$ cat config.mk
export PLATFORM = sky130hd
export DESIGN_NAME = ctn_trap_ctrl
export DESIGN_NICKNAME = d
export VERILOG_FILES = /design/src/rtl/ctn_pkg.sv /design/src/rtl/ctn_trap_ctrl.sv /design/src/rtl/ctn_ctrl_mem.sv
export VERILOG_INCLUDE_DIRS = /design/src /design/src/rtl
export SDC_FILE = /design/constraint.sdc
export NUM_CORES = 1
export LEC_CHECK = 0
export ABC_AREA = 1
export BUFFER_PORTS_ARGS = -buffer_cell sky130_fd_sc_hd__buf_4
export CAP_MARGIN = 40
export CORE_AREA = 4 4 153 155
export DETAILED_ROUTE_END_ITERATION = 10
export DIE_AREA = 0 0 157 159
export GPL_ROUTABILITY_DRIVEN = 0
export GPL_TIMING_DRIVEN = 1
export HOLD_SLACK_MARGIN = 0.05
export PLACE_DENSITY = 0.91
export SYNTH_ARGS = -nofsm -noshare
export SYNTH_HDL_FRONTEND = slang
export SYNTH_SLANG_ARGS = --single-unit
$ cat constraint.sdc
create_clock -name CLK -period 13.26 [get_ports CLK]
set_input_delay 1.326 -clock CLK [delete_from_list [all_inputs] [get_ports CLK]]
set_output_delay 1.326 -clock CLK [all_outputs]
set_load 0.05 [all_outputs]
$ cat src/rtl/ctn_regs.svh
// constants for the trap and nesting controller
`ifndef CTN_REGS_SVH
`define CTN_REGS_SVH

// status word bit positions
`define CTN_PSW_ID        5
`define CTN_PSW_EP        6
`define CTN_PSW_NP        7
// status word after reset: maskable acceptance held off
`define CTN_PSW_RESET     32'h00000020
// vector shared by the opcode trap and the debug trap
`define CTN_DBG_VECTOR    32'h00000060
// illegal opcode pattern
`define CTN_ILG_OPC       6'h3f
`define CTN_ILG_SUB_MIN   4'h7
// per-source control entry: [2:0] level, [3] mask
`define CTN_CTL_MASK      3
`define CTN_PRIO_LOWEST   3'h7
`define CTN_CTL_RESET     4'hf
`define CTN_NUM_SRC       8
`define CTN_NO_LEVEL      4'h8

`endif

$ cat src/rtl/ctn_pkg.sv
// types shared by the trap and nesting controller
package ctn_pkg;

  // class of the instruction leaving the pipeline
  typedef enum logic [3:0] {
    CTN_K_OTHER, CTN_K_DEBUG_TRAP_INSTRUCTION, CTN_K_DEBUG_RETURN_INSTR, CTN_K_INTERRUPT_RETURN_INSTR, CTN_K_EI, CTN_K_DI,
    CTN_K_LOAD_SYSREG_INSTR, CTN_K_IRQREG, CTN_K_PROTECT_COMMAND_REG, CTN_K_SERIAL
  } ctn_kind_t;

  // system register written by a load-sysreg instruction
  typedef enum logic [1:0] {CTN_S_PSW, CTN_S_EXCEPTION_SAVED_PC, CTN_S_EXCEPTION_SAVED_STATUS, CTN_S_NONE} ctn_sreg_t;

  // run or debug monitor
  typedef enum logic {CTN_RUN, CTN_DEBUG} ctn_mode_t;

endpackage

$ cat src/rtl/ctn_trap_ctrl.sv
// trap, debug save/restore and nested interrupt control
//
// Contract
// - handler active flag is status bit 6, set on every exception entry.
// - illegal opcode: bits 10..5 all ones, bits 26..23 at least 7, bit 16 zero.
// - opcode trap saves pc and status to debug copies, sets three flags, jumps 60h.
// - debug trap always taken, same save and flags, jumps 60h, enters debug mode.
// - debug return reloads pc and status from debug copies and continues there.
// - higher level request preempts service; lower level request stays pending.
// - maskable requests are accepted only while the block flag is clear.
// - each source has a 3-bit level, eight levels, level 0 highest.
// - after reset every source is masked and at level 7.
// - pending or suspended service resumes only after interrupt return.
// - no maskable acceptance while the non-maskable routine runs.
// - no acceptance between a sampling-blocking instruction and the next one.
// - blocking: unmask, mask, psw load, control register access, protect store; the code also blocks on the serial kind.
// - interrupt return with handler flag set reloads from exception copies.
`timescale 1ns/1ps
`default_nettype none
`include "ctn_regs.svh"

module ctn_trap_ctrl (
  // clock and reset
  input  wire logic                CLK,
  input  wire logic                RST,
  // instruction leaving the pipeline
  input  wire logic                INSTR_VALID,
  input  wire logic [31:0]         INSTR_WORD,
  input  wire ctn_pkg::ctn_kind_t  INSTR_KIND,
  input  wire ctn_pkg::ctn_sreg_t  INSTR_SREG,
  input  wire logic [31:0]         INSTR_WDATA,
  input  wire logic [31:0]         RET_PC,
  // request sources
  input  wire logic [7:0]          IRQ_REQ,
  input  wire logic                NMI_REQ,
  // control register port
  input  wire logic                CTRL_WR,
  input  wire logic                CTRL_RD,
  input  wire logic [2:0]          CTRL_IDX,
  input  wire logic [3:0]          CTRL_WDATA,
  output logic      [3:0]          CTRL_RDATA,
  // redirect to the fetch stage
  output logic                     REDIRECT,
  output logic      [31:0]         REDIRECT_PC,
  output logic                     IRQ_ACK,
  output logic      [2:0]          IRQ_ACK_ID,
  output logic                     NMI_ACK,
  // architectural state
  output logic      [31:0]         PROGRAM_STATUS_WORD,
  output logic      [31:0]         DEBUG_SAVED_PC,
  output logic      [31:0]         DEBUG_SAVED_STATUS,
  output logic      [31:0]         EXCEPTION_SAVED_PC,
  output logic      [31:0]         EXCEPTION_SAVED_STATUS,
  output logic      [7:0]          IN_SERVICE_PRIORITY_REG,
  output logic                     DEBUG_MODE
);
  import ctn_pkg::*;

  // ********************************************************
  // decode helpers
  // ********************************************************

  // illegal opcode pattern
  function automatic logic is_illegal(input logic [31:0] w);
    is_illegal = (w[10:5] == `CTN_ILG_OPC) && (w[26:23] >= `CTN_ILG_SUB_MIN) && !w[16];
  endfunction

  // instructions after which sampling pauses for one instruction
  function automatic logic is_blocking(input ctn_kind_t k, input ctn_sreg_t s);
    case (k)
      CTN_K_EI, CTN_K_DI, CTN_K_IRQREG, CTN_K_PROTECT_COMMAND_REG, CTN_K_SERIAL: is_blocking = 1'b1;
      CTN_K_LOAD_SYSREG_INSTR:                                                  is_blocking = (s == CTN_S_PSW);
      default:                                                     is_blocking = 1'b0;
    endcase
  endfunction

  // highest in-service level, 8 when idle
  function automatic logic [3:0] top_level(input logic [7:0] v);
    top_level = `CTN_NO_LEVEL;
    for (int i = `CTN_NUM_SRC - 1; i >= 0; i--)
      if (v[i])
        top_level = 4'(i);
  endfunction

  // ********************************************************
  // state
  // ********************************************************

  ctn_mode_t   mode;
  logic [7:0]  irq_pend;
  logic        nmi_pend;
  logic        block;
  logic [2:0]  ack_lvl;
  logic [31:0] entries;
  logic        illegal;
  logic        dbg_entry;
  logic        dbg_ret;
  logic        interrupt_return_instr;
  logic        sample_ok;
  logic        take_nmi;
  logic        take_irq;
  logic        sel_found;
  logic [2:0]  sel_idx;
  logic [2:0]  sel_lvl;
  logic [3:0]  cur_lvl;
  logic [31:0] entry_psw;

  ctn_ctrl_mem u_ctrl (
    .clk     (CLK),
    .rst     (RST),
    .wr      (CTRL_WR),
    .rd      (CTRL_RD),
    .idx     (CTRL_IDX),
    .wdata   (CTRL_WDATA),
    .rdata   (CTRL_RDATA),
    .entries (entries)
  );

  // ********************************************************
  // arbitration
  // ********************************************************

  // lowest level wins; scanning upward keeps the first index on ties
  always_comb
  begin
    sel_found = 1'b0;
    sel_idx   = 3'h0;
    sel_lvl   = `CTN_PRIO_LOWEST;
    for (int i = 0; i < `CTN_NUM_SRC; i++)
      if (irq_pend[i] && !entries[i*4 + `CTN_CTL_MASK] &&
          (!sel_found || entries[i*4 +: 3] < sel_lvl))
      begin
        sel_found = 1'b1;
        sel_idx   = 3'(i);
        sel_lvl   = entries[i*4 +: 3];
      end
  end

  // events of this cycle; traps outrank every interrupt
  always_comb
  begin
    cur_lvl   = top_level(IN_SERVICE_PRIORITY_REG);
    illegal   = INSTR_VALID && (INSTR_KIND == CTN_K_OTHER) && is_illegal(INSTR_WORD);
    dbg_entry = illegal || (INSTR_VALID && INSTR_KIND == CTN_K_DEBUG_TRAP_INSTRUCTION);
    dbg_ret   = INSTR_VALID && (INSTR_KIND == CTN_K_DEBUG_RETURN_INSTR);
    interrupt_return_instr      = INSTR_VALID && (INSTR_KIND == CTN_K_INTERRUPT_RETURN_INSTR);
    // the retire right after a blocking one is not a sampling point either
    sample_ok = INSTR_VALID && !block && !is_blocking(INSTR_KIND, INSTR_SREG) &&
                !dbg_entry && !dbg_ret && !interrupt_return_instr && (mode == CTN_RUN);
    take_nmi  = sample_ok && nmi_pend && !PROGRAM_STATUS_WORD[`CTN_PSW_NP];
    // only a strictly higher level than the one in service gets in
    take_irq  = sample_ok && !take_nmi && sel_found && !PROGRAM_STATUS_WORD[`CTN_PSW_ID] &&
                !PROGRAM_STATUS_WORD[`CTN_PSW_NP] && ({1'b0, sel_lvl} < cur_lvl);
    entry_psw = PROGRAM_STATUS_WORD;
    entry_psw[`CTN_PSW_NP] = 1'b1;
    entry_psw[`CTN_PSW_EP] = 1'b1;
    entry_psw[`CTN_PSW_ID] = 1'b1;
  end

  // ********************************************************
  // sequential logic
  // ********************************************************

  // sampling gap after a blocking instruction, closed by the next retire
  always_ff @(posedge CLK or posedge RST)
  begin
    if (RST)
      block <= 1'b0;
    else if (INSTR_VALID)
      block <= is_blocking(INSTR_KIND, INSTR_SREG);
  end

  // pending requests; a new edge beats the clear of acceptance
  always_ff @(posedge CLK or posedge RST)
  begin
    if (RST)
    begin
      irq_pend <= 8'h00;
      nmi_pend <= 1'b0;
    end
    else
    begin
      irq_pend <= (irq_pend & ~(take_irq ? (8'h01 << sel_idx) : 8'h00)) | IRQ_REQ;
      nmi_pend <= (nmi_pend && !take_nmi) || NMI_REQ;
    end
  end

  // in-service levels; return from a maskable routine frees the top one
  always_ff @(posedge CLK or posedge RST)
  begin
    if (RST)
    begin
      IN_SERVICE_PRIORITY_REG    <= 8'h00;
      ack_lvl <= 3'h0;
    end
    else if (take_irq)
    begin
      IN_SERVICE_PRIORITY_REG    <= IN_SERVICE_PRIORITY_REG | (8'h01 << sel_lvl);
      ack_lvl <= sel_lvl;
    end
    else if (interrupt_return_instr && !PROGRAM_STATUS_WORD[`CTN_PSW_NP] && cur_lvl != `CTN_NO_LEVEL)
      IN_SERVICE_PRIORITY_REG <= IN_SERVICE_PRIORITY_REG & ~(8'h01 << cur_lvl[2:0]);
  end

  // run or debug monitor
  always_ff @(posedge CLK or posedge RST)
  begin
    if (RST)
      mode <= CTN_RUN;
    else
    begin
      case (mode)
        CTN_RUN:   if (dbg_entry) mode <= CTN_DEBUG;
        CTN_DEBUG: if (dbg_ret) mode <= CTN_RUN;
        default:   mode <= CTN_RUN;
      endcase
    end
  end

  // status word and save copies
  always_ff @(posedge CLK or posedge RST)
  begin
    if (RST)
    begin
      PROGRAM_STATUS_WORD   <= `CTN_PSW_RESET;
      DEBUG_SAVED_PC  <= 32'h00000000;
      DEBUG_SAVED_STATUS <= 32'h00000000;
      EXCEPTION_SAVED_PC  <= 32'h00000000;
      EXCEPTION_SAVED_STATUS <= 32'h00000000;
    end
    else if (dbg_entry)
    begin
      DEBUG_SAVED_PC  <= RET_PC;
      DEBUG_SAVED_STATUS <= PROGRAM_STATUS_WORD;
      PROGRAM_STATUS_WORD   <= entry_psw;
    end
    else if (dbg_ret)
      PROGRAM_STATUS_WORD <= DEBUG_SAVED_STATUS;
    else if (interrupt_return_instr)
      PROGRAM_STATUS_WORD <= EXCEPTION_SAVED_STATUS;
    else if (take_nmi || take_irq)
    begin
      // a nested entry overwrites these copies; software keeps its own
      EXCEPTION_SAVED_PC  <= RET_PC;
      EXCEPTION_SAVED_STATUS <= PROGRAM_STATUS_WORD;
      PROGRAM_STATUS_WORD   <= take_nmi ? entry_psw : (entry_psw & ~(32'h1 << `CTN_PSW_NP));
    end
    else if (INSTR_VALID)
    begin
      case (INSTR_KIND)
        CTN_K_EI: PROGRAM_STATUS_WORD[`CTN_PSW_ID] <= 1'b0;
        CTN_K_DI: PROGRAM_STATUS_WORD[`CTN_PSW_ID] <= 1'b1;
        CTN_K_LOAD_SYSREG_INSTR:
          case (INSTR_SREG)
            CTN_S_PSW:   PROGRAM_STATUS_WORD   <= INSTR_WDATA;
            CTN_S_EXCEPTION_SAVED_PC:  EXCEPTION_SAVED_PC  <= INSTR_WDATA;
            CTN_S_EXCEPTION_SAVED_STATUS: EXCEPTION_SAVED_STATUS <= INSTR_WDATA;
            default:     PROGRAM_STATUS_WORD   <= PROGRAM_STATUS_WORD;
          endcase
        default: PROGRAM_STATUS_WORD <= PROGRAM_STATUS_WORD;
      endcase
    end
  end

  // redirect and acknowledge pulses; interrupt vectors are decided downstream by id
  always_ff @(posedge CLK or posedge RST)
  begin
    if (RST)
    begin
      REDIRECT    <= 1'b0;
      REDIRECT_PC <= 32'h00000000;
      IRQ_ACK     <= 1'b0;
      IRQ_ACK_ID  <= 3'h0;
      NMI_ACK     <= 1'b0;
    end
    else
    begin
      REDIRECT <= dbg_entry || dbg_ret || interrupt_return_instr;
      IRQ_ACK  <= take_irq;
      NMI_ACK  <= take_nmi;
      if (take_irq)
        IRQ_ACK_ID <= sel_idx;
      if (dbg_entry)
        REDIRECT_PC <= `CTN_DBG_VECTOR;
      else if (dbg_ret)
        REDIRECT_PC <= DEBUG_SAVED_PC;
      else if (interrupt_return_instr)
        REDIRECT_PC <= EXCEPTION_SAVED_PC;
    end
  end

  // registered copy of the next monitor state, so the pin comes straight from a flop
  always_ff @(posedge CLK or posedge RST)
  begin
    if (RST)
      DEBUG_MODE <= 1'b0;
    else
      DEBUG_MODE <= (mode == CTN_RUN) ? dbg_entry : !dbg_ret;
  end

  // helper for the gap check: a blocking retire opens it, the next retire closes it
  logic gap_open;
  always_ff @(posedge CLK or posedge RST)
  begin
    if (RST)
      gap_open <= 1'b0;
    else if (INSTR_VALID)
      gap_open <= is_blocking(INSTR_KIND, INSTR_SREG);
  end
endmodule
`default_nettype wire

$ cat src/rtl/ctn_ctrl_mem.sv
// per-source interrupt control entries (level and mask)
`timescale 1ns/1ps
`default_nettype none
`include "ctn_regs.svh"

module ctn_ctrl_mem (
  // clock and reset
  input  wire logic        clk,
  input  wire logic        rst,
  // register port
  input  wire logic        wr,
  input  wire logic        rd,
  input  wire logic [2:0]  idx,
  input  wire logic [3:0]  wdata,
  output logic      [3:0]  rdata,
  // all entries for the arbiter
  output logic      [31:0] entries
);

  logic [3:0] mem [`CTN_NUM_SRC];

  // every source masked at lowest level out of reset
  always_ff @(posedge clk or posedge rst)
  begin
    if (rst)
    begin
      for (int i = 0; i < `CTN_NUM_SRC; i++)
        mem[i] <= `CTN_CTL_RESET;
    end
    else if (wr)
      mem[idx] <= wdata; // 3-bit level field, 0 highest
  end

  // registered read port
  always_ff @(posedge clk or posedge rst)
  begin
    if (rst)
      rdata <= 4'h0;
    else if (rd)
      rdata <= mem[idx];
  end

  // flat view for parallel arbitration
  always_comb
  begin
    for (int i = 0; i < `CTN_NUM_SRC; i++)
      entries[i*4 +: 4] = mem[i];
  end

endmodule
`default_nettype wire

# == Yosys cells after proc, flatten, opt, wreduce, memory -nomap -nowiden ==
# Cells that the tools add are included.
# W data, S select, Z words.
# word_totals
word_cells,229
regBits,254
output_inout_bits,211
# classes
n_reduce_logical,96
n_mux,66
eq_ne,15
magnitude_cmp,11
bitwise_logic,11
shift,3
# op_table
op,count
$mux W32,16
$mux W4,11
$mux W3,14
$mux W8,5
$logic_and A1 B1 Y1,39
$bwmux W32,1
$mux W26,1
$logic_not A1 Y1,24
$shl A1 B3 Y8 const A,3
$lt A3 B3 Y1,7
$and A8 B8 Y8,2
$eq A4 B3 Y1 const B,4
$not A8 Y8,2
$or A8 B8 Y8,2
$reduce_bool A5 Y1,3
$bmux W4 S3,1
$demux W4 S3,1
$logic_or A1 B1 Y1,12
$mux W1,12
$reduce_and A6 Y1,2
$reduce_bool A3 Y1,4
$reduce_bool A2 Y1,5
$eq A4 B2 Y1 const B,2
$eq A4 B4 Y1 const B,2
22 further kinds,27

# == Longest topological paths before layout ==
# Gate-level depths: netlist of the first run.
# depth
depth_word,40
depth_mapped,76
depth_no_buf,75

# == Hierarchy ==
# Synthesis of the first run repeated with hierarchy kept, for this count alone.
# hier_totals
hier_cells,1690
area_unflattened_um2,12768.5
# by_module_without_submodules
module,area_per_inst_um2,n_inst,seq_area_each_um2,cells_per_inst
ctn_trap_ctrl,11038.1,1,5431.5,1469
ctn_ctrl_mem,1730.4,1,940.9,221

# == Worst setup path before layout of the first run ==
# Ideal clock, no wire load.
# synth_timing
path_type,register to register
from,"reg u_ctrl.mem, in the netlist u_ctrl.entries[3]"
to,reg EXCEPTION_SAVED_PC[0]
path_slack_ps,5494
path_stages_with_launch,68
required_time_ps,13142
n_path_buf,1
t_arrival_ps,7648
setup_time_ps,118
period_less_slack_ps,7766
cell_sequence,dfstp_2 inv_2 nand2_2 nor2_2 nand2_2 nand2_1 nand2_2 nand3_2 o22ai_1 ha_1 nand2_1 inv_1 nand2_1 nand2_2 nand2_4 nand2_4 o21ai_0 ha_1 [32 not listed] a21oi_1 nand2_1 nand2_2 nand2_4 o21ai_0 inv_1 ha_1 o21ai_0 nand2_1 nor4_1 nand2_4 nand2_8 inv_4 nand2_4 nand2_4 buf_2 nand2_1 nand2_1
# synth_via
elab_chain_cells,38
# synth_rtl
item,line,text
"start, declared",ctn_ctrl_mem.sv:20,logic [3:0] mem [`CTN_NUM_SRC];
"start signal, assigned by index",ctn_ctrl_mem.sv:28,mem[i] <= `CTN_CTL_RESET;
"start signal, assigned by index",ctn_ctrl_mem.sv:31,mem[idx] <= wdata;
$logic_not A1 Y1 *,ctn_trap_ctrl.sv:130,if (irq_pend[i] && !entries[i*4 + `CTN_CTL_MASK] &&
$logic_and A1 B1 Y1 *,ctn_trap_ctrl.sv:130,
branches (longest 32 deep; another with $lt A3 B3 Y1),n/a,
$logic_and A1 B1 Y1 *,ctn_trap_ctrl.sv:152,take_irq = sample_ok && !take_nmi && sel_found && !PROGRAM_STATUS_WORD[`CTN_PSW_ID] &&
$logic_or A1 B1 Y1 *,ctn_trap_ctrl.sv:241,else if (take_nmi || take_irq)
$reduce_bool A2 Y1 (no line),n/a,
$reduce_and A6 Y1 (no line),n/a,
"end signal, assigned",ctn_trap_ctrl.sv:228,EXCEPTION_SAVED_PC <= 32'h00000000;
"end signal, assigned",ctn_trap_ctrl.sv:244,EXCEPTION_SAVED_PC <= RET_PC;
"end signal, assigned",ctn_trap_ctrl.sv:256,CTN_S_EXCEPTION_SAVED_PC: EXCEPTION_SAVED_PC <= INSTR_WDATA;
"end, declared",ctn_trap_ctrl.sv:52,"output logic [31:0] EXCEPTION_SAVED_PC,"
# Every way passes the cells marked *.
# A chain may end at the register's enable or synchronous reset.

# == Final worst setup path of the first run ==
# layout_timing
from,"reg u_ctrl.mem, in the netlist u_ctrl.entries[3]"
to,reg EXCEPTION_SAVED_PC[23]
# Same word-level chain as after synthesis.

==> results.md, run 1 <==
- The flow ran to the end, and the final reports show no timing, DRC or antenna violations.
- The region available for standard cell placement spans about 0.022 mm2.
- For this run, design rule violations remaining after detail routing come to 0.
- Synthesis inferred 253 register bits.
- VDD sags by at most 0.181 mV.
- The final setup violation count is 0.
- The mean area per synthesized cell is 7.74 um2.
- The initial core utilization is 57.0%.
- At the pin with the least slew margin, the transition time is slightly below 1000 ps.
- The number of diodes is 0.
- The I/O pin count is roughly 330.
- Of the total power, combinational logic draws around half.
- Of all flip-flops after synthesis, the portion carrying an async set or reset was 100%.
- The number of endpoints with negative hold slack in the final report is 0.
- The largest net degree at the start of global routing is between 90 and 100.
- Clock-pin slew was measured on the worst setup and hold paths at about 60 ps.
- The portion of the post-synthesis area used by sequential elements is 51.2%.
- The netlist uses 48 different library cells.
- For this design the static power due to leakage is around 8.5 nW.
- The count of antenna-violating nets left after detailed routing is 0.
- The synthesized netlist cell count is between 1500 and 2000.
- The number of clock sinks seen by CTS is 253.
- The via count of the first global-routing pass was 12500.
- The sum of buffers and inverters on the critical path is 10.
- In this run switching power makes up 50.3% of total power.
- The Yosys step of the flow raised 0 warnings.
- The number of hold buffers added after CTS is 0.
- The portion of synthesized cell area occupied by the leading cell type is 44.3%.
- The startpoint type of the worst setup path is a register.
- The HPWL after detailed placement is 30200 um.
- In this run the tool buffered the top-level ports with 312 buffer cells.
- Buffers added to address setup during post-CTS repair amount to 0.
- The number of max-slew violations in the final report is 0.
- Counting the fill cells in the layout gives 1544.
- The area added between synthesis and finish is 28.5%.
- The total CTS buffers is 28.
- The startpoint-to-endpoint class of the critical path is reg2reg.
- The vertical die dimension is ~160 um.
- The required time at the endpoint of the critical path is 13750 ps.
- After routing, the total negative slack on setup checks comes to 0 ps.
- Measured against its own limit, the worst slew margin works out to a little over a third.
- Of the cells placed in the final design, the portion with a size suffix greater than 1 is 24.0%.
- In the global route stage, overall resource usage came out at 34.1%.
- The total of max-cap violations is 0.
- The instance area at placement is approximately 0.015 mm2.
- Across all layers, the routed design uses 12800 vias.
- Dividing the detail-routed wire length by the instance count gives ~20 um.
- The final critical path takes up 78.6% of the cycle.
- Setup repair after global routing left no endpoint under its margin.
- The number of DRC markers in iteration 0 is 1640.
- sky130_fd_sc_hd__dfrtp_1 takes more of the synthesized area than any other cell.
- The routed wire length is between 40000 and 50000 um.
- TritonCTS built the clock tree.
- The path class of the tightest hold or removal check is reg2reg.
- Between clock sinks in the finished design, the worst skew comes to 23.3 ps.
- The top cell family by delay on the critical path is simple AND/OR/NAND/NOR gates.
- The number of nets handed over by synthesis was 1739.
- After the last flow step, the layout net total stands at 2032.
- The horizontal extent of the die is 157 um.
- The initialized floorplan defines 54 standard-cell rows.
- The analysis attributes to net switching a power of 2.14 mW.
- The clock network latency to the later pin of the worst-skew pair is 550 ps.
- The detail-routed via count per cell is 5.81.
- The internal portion of total power is 2.11 mW.
- The utilization after layout is 73.2%.
- The first detailed-routing pass ran for 6 iterations.
- Global routing finished with a remaining overflow of 0.
- The clock root buffer master is sky130_fd_sc_hd__clkbuf_16.
- In this run, post-CTS repair resized a total of 0 instances.
- The cell with the most instances on the worst path is sky130_fd_sc_hd__nand2_1.
- The type of element capturing the critical path is a register.
- The arrival time of data at the critical path endpoint is 10920 ps.
- The cell area after layout is between 0.015 and 0.02 mm2.
- By area the synthesized netlist is led by sky130_fd_sc_hd__dfrtp_1 44%, sky130_fd_sc_hd__nand2_1 20%, sky130_fd_sc_hd__dfstp_2 7.0%.
- The initial antenna violation count is 1.
- The finished layout holds 2201 standard cells, fillers aside.
- The final critical delay including setup and external delays is 10430 ps.
- The part of the power in the clock network is 19.0%.
- The total power consumption of the routed design is 4.25 mW.
- The slowest cell on the critical path is sky130_fd_sc_hd__dfstp_2.
- The die outline area is 0.0250 mm2.
- The number of buffers between clock root and the deepest sink is 3.
- Derived from the worst setup path, the maximum achievable clock frequency is 95.9 MHz.
- The most used flip-flop cell after synthesis is sky130_fd_sc_hd__dfrtp_1.
- Of the total power, registers draw between 20% and 30%.
- In this run, synthesis inferred 0 flip-flops with an integrated enable.
- The first-pass GRT wire length is 68400 um.
- The number of levels in the clock H-tree is 1.
- The netlist area before placement is about 0.012 mm2.
- The worst stage delay on the critical path is 550 ps.
- The largest fanout on the critical path is 63.
- In this run the power density over the cells is roughly 270 mW/mm2.
- Once placement completed, the tool counted placed cells totaling 2149.
[per-layer routing]
layer	track usage, %	share of wire (%)	vias up
li1	-	-	5729
met1	44.5	35	5902
met2	53.9	47	969
met3	8.59	13	185
met4	15.2	5.4	2
met5	0	0.030	-
[synth_stat cells (3+ instances only)]
cell type                    n
sky130_fd_sc_hd__a21oi_1    19
sky130_fd_sc_hd__nor2_1     90
sky130_fd_sc_hd__nor3_1      7
sky130_fd_sc_hd__buf_4       3
sky130_fd_sc_hd__o211ai_1   13
sky130_fd_sc_hd__buf_2      13
sky130_fd_sc_hd__a221oi_1    9
sky130_fd_sc_hd__dfrtp_1   220
sky130_fd_sc_hd__nand3_2     3
sky130_fd_sc_hd__o22ai_1    30
sky130_fd_sc_hd__ha_1       10
sky130_fd_sc_hd__a21o_1      3
sky130_fd_sc_hd__nand4_1     9
sky130_fd_sc_hd__nand2_2    24
sky130_fd_sc_hd__nand3_1    37
sky130_fd_sc_hd__clkbuf_1   44
sky130_fd_sc_hd__inv_1     134
sky130_fd_sc_hd__o31ai_1     7
sky130_fd_sc_hd__nand2_1   676
sky130_fd_sc_hd__a31oi_1    20
sky130_fd_sc_hd__o21bai_1    8
sky130_fd_sc_hd__dfstp_2    33
sky130_fd_sc_hd__o21ai_0   157
sky130_fd_sc_hd__nand2_4     9
[sequential cells by signal (all words and copies together) (netlist names)]
register and flops:
DEBUG_SAVED_PC 32, PROGRAM_STATUS_WORD 32, block 1, u_ctrl.entries 32, REDIRECT_PC 32, irq_pend 8, u_ctrl.rdata 4, IRQ_ACK 1
DEBUG_SAVED_STATUS 32, IRQ_ACK_ID 3, DEBUG_MODE 1, REDIRECT 1, EXCEPTION_SAVED_STATUS 32, IN_SERVICE_PRIORITY_REG 8, EXCEPTION_SAVED_PC 32, nmi_pend 1
NMI_ACK 1
[logic make-up (layout without fill, tap and decap cells)]
logic type                 count (synthesis)  count (layout)  synth area share, %
and+or+nand+nor                          860             860                 28.0
buffers and inverters                    205             520                 6.75
DFF                                      253             253                 51.2
AOI/OAI and AO/OA                        278             278                 13.0
adders and majority gates                 10              10                 1.01
[final cells by class]
type                    count  area [um2]  share of cell area (%)
clock inverters            15         174                    1.09
repair buffers            328        2520                    15.8
inverters                 140         541                    3.38
well taps                 280         350                    2.19
clock buffers              37         795                    4.97
flip-flops and latches    253        6370                    39.9
multi-input cells        1148        5230                    32.7
[worst paths after layout]
check	to	cells after the start	from	slack, ps
worst min register to register	u_ctrl.rdata[1]$_DFFE_PP0P_	1	u_ctrl.rdata[1]$_DFFE_PP0P_	490
worst max register to register	EXCEPTION_SAVED_PC[23]$_DFFE_PP0P_	69	u_ctrl.entries[3]$_DFFE_PP1P_	2830
worst max-delay path	EXCEPTION_SAVED_PC[23]$_DFFE_PP0P_	69	u_ctrl.entries[3]$_DFFE_PP1P_	2830
max in group asynchronous	REDIRECT_PC[9]$_DFFE_PP0P_	6	RST	10590
min in group asynchronous	DEBUG_MODE$_DFF_PP0_	2	RST	840
worst min-delay path	u_ctrl.rdata[1]$_DFFE_PP0P_	1	u_ctrl.rdata[1]$_DFFE_PP0P_	490
[cells in the final DEF (no fill, tap or decap), types with 28 or more instances in the layout]
master,count
sky130_fd_sc_hd__dfstp_2,33
sky130_fd_sc_hd__dfrtp_1,220
sky130_fd_sc_hd__nand3_1,37
sky130_fd_sc_hd__o21ai_0,157
sky130_fd_sc_hd__inv_1,132
sky130_fd_sc_hd__clkbuf_16,28
sky130_fd_sc_hd__nor2_1,88
sky130_fd_sc_hd__buf_4,324
sky130_fd_sc_hd__nand2_1,676
sky130_fd_sc_hd__o22ai_1,30
[per-stage QoR]
step,hold WS (ps),worst slack [ps]
2_1_floorplan,465,5030
3_3_place_gp,464,3580
3_5_place_dp,473,3150
4_1_cts,489,3060
5_1_grt,501,1900
6_report,485,2830
[power by group through the flow]
stage               Clock [mW]  Combinational [mW]  Sequential [mW]
detailed placement           0                2.17             1.24
floorplan                    0               0.781             1.94
CTS                      0.812                2.19             1.23
global placement             0                2.10             1.23
global route             0.852                2.36             1.26
finish                   0.808                2.20             1.24
(Power assumes the default switching activity.)
==> inputs of run 2 (changes only) <==
Settings changed: ABC_AREA 1 to 0, CORE_AREA 4 4 153 155 to 4 4 169 171, DIE_AREA 0 0 157 159 to 0 0 173 175, PLACE_DENSITY 0.91 to 0.82.
Clock period 13.26 ns to 8.4 ns, I/O delays scaled along.
==> run 2 against run 1 <==
  * The run now ends with setup timing left
  * Sequential power grew 65%
  * Core utilization decreased by 2.7 points
  * Worst hold slack worse by 14 ps
  * Non-clock buffer count increased by 154
  * Largest cell class is now multi-input gates
==> results.md, run 2 <==
- The layer with the highest usage is met2.
- The hold slack is roughly 470 ps.
- The count of antenna-violating nets left after detailed routing is 0.
- In the synthesized netlist the async set-or-reset flop fraction comes to 100%.
- The cell area after layout is around 0.019 mm2.
- The critical path is of the reg2reg type.
- The portion of the post-synthesis area used by sequential elements is 49.4%.
- The horizontal extent of the die is 173 um.
- In the final routed layout, each cell accounts on average for 24.3 um.
- Setup repair after global routing could not meet its margin everywhere.
- Clock latency on the worst-skew pair, taken at its later pin, is around 550 ps.
- For met1 alone, demand over resource in global routing was 36.5%.
- During synthesis, Yosys emitted a total of 0 warnings.
- By area the synthesized netlist is led by sky130_fd_sc_hd__dfrtp_1 43%, sky130_fd_sc_hd__mux2_2 8.6%, sky130_fd_sc_hd__dfstp_2 6.7%.
- Among the stages of the critical path, the cell type that occurs most often is sky130_fd_sc_hd__ha_4.
- The critical register-to-register path startpoint is u_ctrl.entries[7]$_DFFE_PP1P_.
- The first-pass GRT wire length is between 70000 and 80000 um.
- The initial antenna violation count was 0.
- After synthesis, the largest area contributor takes up 42.7% of total cell area.
- The fmax is 93.8 MHz.
- The most used flip-flop cell after synthesis is sky130_fd_sc_hd__dfrtp_1.
- The routed layout has 12000 vias.
- The power density over the cells is 466 mW/mm2.
- The post-layout worst setup margin is -2260 ps.
- The via count of the first global-routing pass was 12500.
- The most frequent standard cell in the layout excluding fill and tap cells is sky130_fd_sc_hd__buf_4.
- The post-detailed-route DRC marker count is 0.
- For this run, global-route usage on met2 was measured as 49.4%.
- The number of flip-flops and latches in the synthesized netlist is 253.
- The design draws 8.84 mW.
- STA puts the critical path data required time at 8840 ps.
- For this block, the routed nets add up to 47900 um of wire.
- The tightest min-delay check is of the in2async type.
- The I/O pin count is about 330.
- Global routing finished with a remaining overflow of 0.
- For the final database, setup skew stands at 11.6 ps.
- CTS built an H-tree with a depth of 1.
- IR analysis of the VDD net gives a maximum drop of 0.292 mV.
- For met3 alone, demand over resource in global routing was 8.68%.
- sky130_fd_sc_hd__dfrtp_1 takes more of the synthesized area than any other cell.
- The worst setup path is launched from a register.
- On the worst path, the slowest cell contributes a delay of 560 ps.
- The floorplan step defined a die boundary enclosing 0.0303 mm2.
- The mean area per synthesized cell is 11.0 um2.
- The number of buffers between clock root and the deepest sink is 3.
- The number of core rows is 60.
- The post-route netlist has 49.5% of its cells at a drive strength greater than 1.
- The region available for standard cell placement spans 0.0269 mm2.
- In the global route stage, overall resource usage came out at 29.6%.
- The number of DRC markers in iteration 0 is 1066.
- The vertical die dimension is roughly 180 um.
- The final critical delay including setup and external delays is around 11000 ps.
- In the routed layout, each cell is associated on average with a via count of about 6.1.
- The final reports fail on setup timing.
- The instance area at placement is 0.0167 mm2.
- In this run the worst setup path begins at u_ctrl.entries[7]$_DFFE_PP1P_.
- By instance count, the leading cell after synthesis is sky130_fd_sc_hd__dfrtp_1.
- Max-cap violations in this run came to 0.
- The number of flops mapped to enable cells by yosys is 0.
- Clock tree synthesis inserted a total of 28 buffers.
- The flow ran to the end, but the final reports show violations.
- The ratio of final minimum period to clock period is 127%.
- In the final design database the tool counted 1745 nets.
- The initial core utilization is 48.0%.
- Sorting the synthesized cells by how often they occur yields 220 x sky130_fd_sc_hd__dfrtp_1, 104 x sky130_fd_sc_hd__nor2_1, 98 x sky130_fd_sc_hd__mux2_2.
- The number of diodes is 0.
- In the layout the commonest cells are 444 x sky130_fd_sc_hd__buf_4, 220 x sky130_fd_sc_hd__dfrtp_1, 101 x sky130_fd_sc_hd__nor2_1.
- The number of max-slew violations in the final report is 0.
- The estimated wirelength of the detail-placed design is roughly 31000 um.
- The total nets after synthesis is 1306.
- After synthesis, the netlist uses 72 different library cells.
- The worst setup path is captured at a register.
- The number of clock sinks seen by CTS is roughly 250.
- The synthesized netlist cell count is 1173.
- Summed over all cells, the static leakage comes to 8.43 nW.
- The TritonCTS clock tree is yes.
- Before CTS, the worst setup slack after placement is -2000 ps.
- The final setup violation count is 116.
- Relative to the synthesized area, the layout overhead comes to 47.0%.
- In this run the worst path has a maximum fanout of 5.
- The number of input and output port buffers inserted is 312.
- For the worst setup path, the data arrival time is 11100 ps.
- Summing every instance area after synthesis gives 0.0129 mm2.
- After clock tree synthesis, the flow added hold-fix buffers numbering 0.
- The number of endpoints with negative hold slack in the final report is 0.
- The largest net degree at the start of global routing is around 120.
- The measured slew at the worst slew-check pin is 1160 ps.
- The clock root buffer master is sky130_fd_sc_hd__clkbuf_16.
- The clock transition at the registers of the reported paths is 60 ps.
- The worst-case headroom to the max-slew limit is between 20% and 30%.
- The slowest cell on the critical path is sky130_fd_sc_hd__dfstp_2.
- For this run, the detailed router's first-pass iteration total came to 6.
[run 2: cell types whose count changed in the layout (fill, tap and decap cells not counted), moves of 44 or more]
cell,delta
sky130_fd_sc_hd__mux2_2,+93
sky130_fd_sc_hd__o21ai_0,-132
sky130_fd_sc_hd__nand2b_1,+79
sky130_fd_sc_hd__inv_1,-111
sky130_fd_sc_hd__nand2_1,-615
sky130_fd_sc_hd__mux2i_1,+68
sky130_fd_sc_hd__o221a_1,+44
sky130_fd_sc_hd__buf_4,+120
[run 2: final cells by class]
cell class	instances	area, um2
fillers	1831	7910
multi-input cells	822	7100
flip-flops and latches	253	6370
repair buffers	482	4010
clock buffers	39	802
well taps	341	427
clock inverters	11	151
inverters	25	106
[run 2: where the power goes]
part / switching, mW / internal [mW] / total, mW
Combinational: 3.17 / 2.34 / 5.51
Sequential: 0.409 / 1.64 / 2.05
Clock: 0.517 / 0.758 / 1.27
Total: 4.10 / 4.74 / 8.84
[run 2: path summary, 6_finish.rpt]
kind | to | slack, ps | cells after the start
min | REDIRECT_PC[23]$_DFFE_PP0P_ | 470 | 2
max | irq_pend[4]$_DFF_PP0_ | -2260 | 55
min in group CLK | irq_pend[5]$_DFF_PP0_ | 470 | 2
min reg2reg | nmi_pend$_DFF_PP0_ | 480 | 1
max in group asynchronous | DEBUG_SAVED_PC[8]$_DFFE_PP0N_ | 6640 | 3
max reg2reg | irq_pend[4]$_DFF_PP0_ | -2260 | 55
[run 2: layer usage]
metal	part of all wire (%)	wire [um]
met1	38	18200
met2	48	23100
met3	9.2	4410
met4	4.4	2130
met5	0	0
[run 2: timing repair]
| action | CTS | global route |
|---|---|---|
| resized for setup | 65 | 69 |
| setup endpoints to repair | 116 | 116 |
| pin swaps | 33 | 53 |
| gates cloned | 5 | 5 |
| endpoints found under the hold margin | 0 | 0 |
| setup buffers | 45 | 14 |
[run 2: metrics by stage]
stage               cells  TNS (ps)  util [%]
floorplan            1173   -185770         -
global placement     1858   -166310      61.9
detailed placement   1861   -219500      62.2
CTS                  1961   -204640      68.9
global route         1973   -290620      70.6
finish               1973   -248700      70.6
[run 2: cells by family after synthesis]
group	Yosys count	synth area share, %
mux	180	15.8
fa+ha+maj	10	0.970
simple gates	336	12.9
flops	253	49.4
buf+inv	98	3.26
compound gates	295	17.5
xor+xnor	1	0.0679
[run 2: critical path: cells and delay by family (launching register included)]
kind                       cells  cell delay [ps]
muxes                          6             1620
adders and majority gates      7             1610
and+or+nand+nor               13             2450
DFF                            1              560
AOI/OAI and AO/OA             21             3500
buffers and inverters          8              790
==> inputs of run 3 (changes only) <==
Settings changed: PLACE_DENSITY 0.82 to 0.77.
==> run 3 against run 2 <==
  * The run still ends with setup timing left
  * Highest routed layer unchanged
  * Via count decreased by 2.8%
  * Core utilization is 2.2 points lower
  * Critical path depth up 1
  * First-iteration DRC count decreased by 25%
  * Count of clock-buffer cells in the layout grew 3
  * Largest cell class unchanged
==> results.md, run 3 (same netlist as run 2, synthesis figures left out) <==
- In this run the worst path has a maximum fanout of 8.
- For the worst flop-to-flop path, the logic depth is 56.
- The count of antenna-violating nets left after detailed routing is 0.
- For met1 alone, demand over resource in global routing was 35.1%.
- The final critical delay including setup and external delays is 10430 ps.
- Global routing used 7.70% of the available met3 tracks.
- The clock network latency to the later pin of the worst-skew pair is ~570 ps.
- The setup slack on the worst flop-to-flop path is -2030 ps.
- The startpoint-to-endpoint class of the critical path is reg2reg.
- The number of buffers between clock root and the deepest sink is 3.
- The path class of the tightest hold or removal check is in2async.
- The number of max-slew violations in the final report was 0.
- The arrival time of data at the critical path endpoint is 10940 ps.
- In the layout the commonest cells are 438 x sky130_fd_sc_hd__buf_4, 220 x sky130_fd_sc_hd__dfrtp_1, 99 x sky130_fd_sc_hd__nor2_1.
- The number of antenna diodes in the final layout is 0.
- The floorplan step defined a die boundary enclosing ~0.030 mm2.
- Setup repair after global routing could not meet its margin everywhere.
- The worst stage delay on the critical path is ~530 ps.
- CTS built an H-tree with a depth of 1.
- The horizontal extent of the die is 173 um.
- Before CTS, the worst setup slack after placement is -2020 ps.
- TritonCTS built the clock tree.
- The logic depth of the worst setup path including buffers is 56.
- On the final layout, the worst clock skew is 33.5 ps.
- The area added between synthesis and finish is 42.5%.
- Across the VDD grid, the largest voltage drop is roughly 0.32 mV.
- For the final routed database, the setup TNS stands at -225060 ps.
- The largest net degree at the start of global routing is 113.
- The ratio of final minimum period to clock period is 124%.
- The cell with the most instances on the worst path is sky130_fd_sc_hd__ha_4.
- The clock transition at the registers of the reported paths is 60 ps.
- At the pin with the least slew margin, the transition time is 1030 ps.
- The final layout contains routed wiring with a total length of ~45000 um.
- The critical register-to-register path startpoint is u_ctrl.entries[3]$_DFFE_PP1P_.
- The initial core utilization is a little under 50%.
- The global routing stage identified its most utilized layer as met2.
- The total of max-cap violations is 0.
- After detailed routing, the number of remaining DRC violations is 0.
- Grouping stages by cell kind, the critical path spends the most delay in compound AO/OA/AOI/OAI gates.
- The flow ran to the end, but the final reports show violations.
- The initial antenna violation count is 0.
- For this block, the initial DRC count from the detailed router was 804.
- The switching part of the total is between 40% and 50%.
- The library cell used most frequently in the layout, excluding fill and tap cells, is sky130_fd_sc_hd__buf_4.
- The slowest stage of the critical path is the sky130_fd_sc_hd__dfstp_2 cell.
- The worst-case headroom to the max-slew limit is 31.4%.
- The sum of buffers and inverters on the critical path is 7.
- The total CTS buffers is 28.
- The global routing met2 resource utilization is about 47%.
- Hold timing on the final database bottoms out at a slack of 447 ps.
- 334 I/O pins were placed.
- The first-pass GRT wire length is a little under 70000 um.
- The worst flop-to-flop path endpoint is EXCEPTION_SAVED_STATUS[13]$_DFFE_PP0P_.
- The detailed router placed 11700 vias in this run.
- The number of clock sinks seen by CTS is 253.
- The detail-routed via count per cell is between 5 and 6.
- The type of element capturing the critical path is a register.
- The completed layout was analyzed and its total power is 8.77 mW.
- In this run, the clock network consumes 14.5% of the power.
- The number of nets in the layout is around 1700.
- The fraction of final layout cells sized beyond drive strength 1 is 47.1%.
- After detailed routing, the average wire length per cell comes to 22.9 um.
- The startpoint type of the worst setup path is a register.
- For this design the static power due to leakage is 8.24 nW.
- The final reports fail on setup timing.
- Following the worst setup path forward leads to its endpoint at EXCEPTION_SAVED_STATUS[13]$_DFFE_PP0P_.
- In this run the vertical extent of the chip is 175 um.
- The HPWL after detailed placement is about 30000 um.
- The relative contribution of combinational cells to total power is 62.1%.
- Once layout is complete, the utilization of the core stands at 68.4%.
- The core region is around 0.027 mm2.
- The relative contribution of sequential cells to total power is 23.5%.
- The source of the critical timing path is u_ctrl.entries[3]$_DFFE_PP1P_.
- In this run the tool buffered the top-level ports with 312 buffer cells.
- STA puts the critical path data required time at 8910 ps.
- Setup violations remaining at the end of the flow were counted as 116.
- Setup slack on the critical path of the routed design comes to -2030 ps.
- The tree is rooted in a sky130_fd_sc_hd__clkbuf_16.
- The via count of the first global-routing pass is 12100.
- The power density over the cells is 477 mW/mm2.
- The number of iterations in the first detailed-routing pass is 5.
- The net load switching power is 4.04 mW.
- The fmax is around 96 MHz.
- The number of endpoints with negative hold slack in the final report is 0.
- Summed over all layers, the global routing overflow is 0.
- The number of core rows is 60.
- The internal portion of total power is ~4.7 mW.
- Global routing consumed, over all layers together, between 20% and 30% of the routing resources.
## run 3: metrics by stage
| stage | cells | cell area, um2 |
|---|---|---|
| 6_report | 1956 | 18400 |
| 5_1_grt | 1956 | 18400 |
| 4_1_cts | 1940 | 18100 |
| 3_5_place_dp | 1851 | 16600 |
| 3_3_place_gp | 1849 | 16500 |
| 2_1_floorplan | 1173 | 13300 |
## run 3: per-layer routing
| metal | vias up | share of wire, % |
|---|---|---|
| met5 | - | 0 |
| met4 | 0 | 3.9 |
| met3 | 126 | 7.9 |
| met2 | 519 | 49 |
| met1 | 5817 | 39 |
| li1 | 5189 | - |
## run 3: how the worst min path moves through the flow
stage                               start                                 end  slack, ps  cells after the start
CTS                            IRQ_REQ[3]               irq_pend[3]$_DFF_PP0_        450                      2
detailed placement     nmi_pend$_DFF_PP0_                  nmi_pend$_DFF_PP0_        470                      1
global placement    irq_pend[6]$_DFF_PP0_               irq_pend[6]$_DFF_PP0_        450                      1
finish                                RST  DEBUG_SAVED_STATUS[21]$_DFFE_PP0N_        450                      2
floorplan           irq_pend[6]$_DFF_PP0_               irq_pend[6]$_DFF_PP0_        440                      1
global route                   IRQ_REQ[3]               irq_pend[3]$_DFF_PP0_        460                      2
## run 3: worst reg2reg max path: cells and delay by family, from the launching register on
family | cells | cell delay, ps
and+or+nand+nor | 14 | 2690
AOI/OAI and AO/OA | 21 | 3200
buffers and inverters | 7 | 600
muxes | 7 | 1760
adders and majority gates | 7 | 1610
DFF | 1 | 530
## run 3: power groups by stage
stage,clock network [mW],logic [mW],registers (mW)
after global routing,1.34,5.71,2.11
after CTS,1.29,5.09,2.05
after floorplan,0,1.87,3.20
after detailed placement,0,4.70,2.04
after global placement,0,4.58,2.04
final,1.27,5.44,2.06
## run 3: timing repair
action                                  4_1_cts  5_1_grt
hold buffers                                  0        0
gates cloned                                  2        1
pin swaps                                    46       35
endpoints found under the setup margin      116      116
resized for setup                            38       35
setup buffers                                35       16
## run 3: final cells by class
| class | instances | area (um2) |
|---|---|---|
| Clock buffer | 42 | 803 |
| Clock inverter | 10 | 154 |
| Sequential cell | 253 | 6370 |
| Inverter | 25 | 104 |
| Multi-Input combinational cell | 822 | 6780 |
| Tap cell | 341 | 427 |
| Timing Repair Buffer | 463 | 3740 |
| Fill cell | 1951 | 8490 |
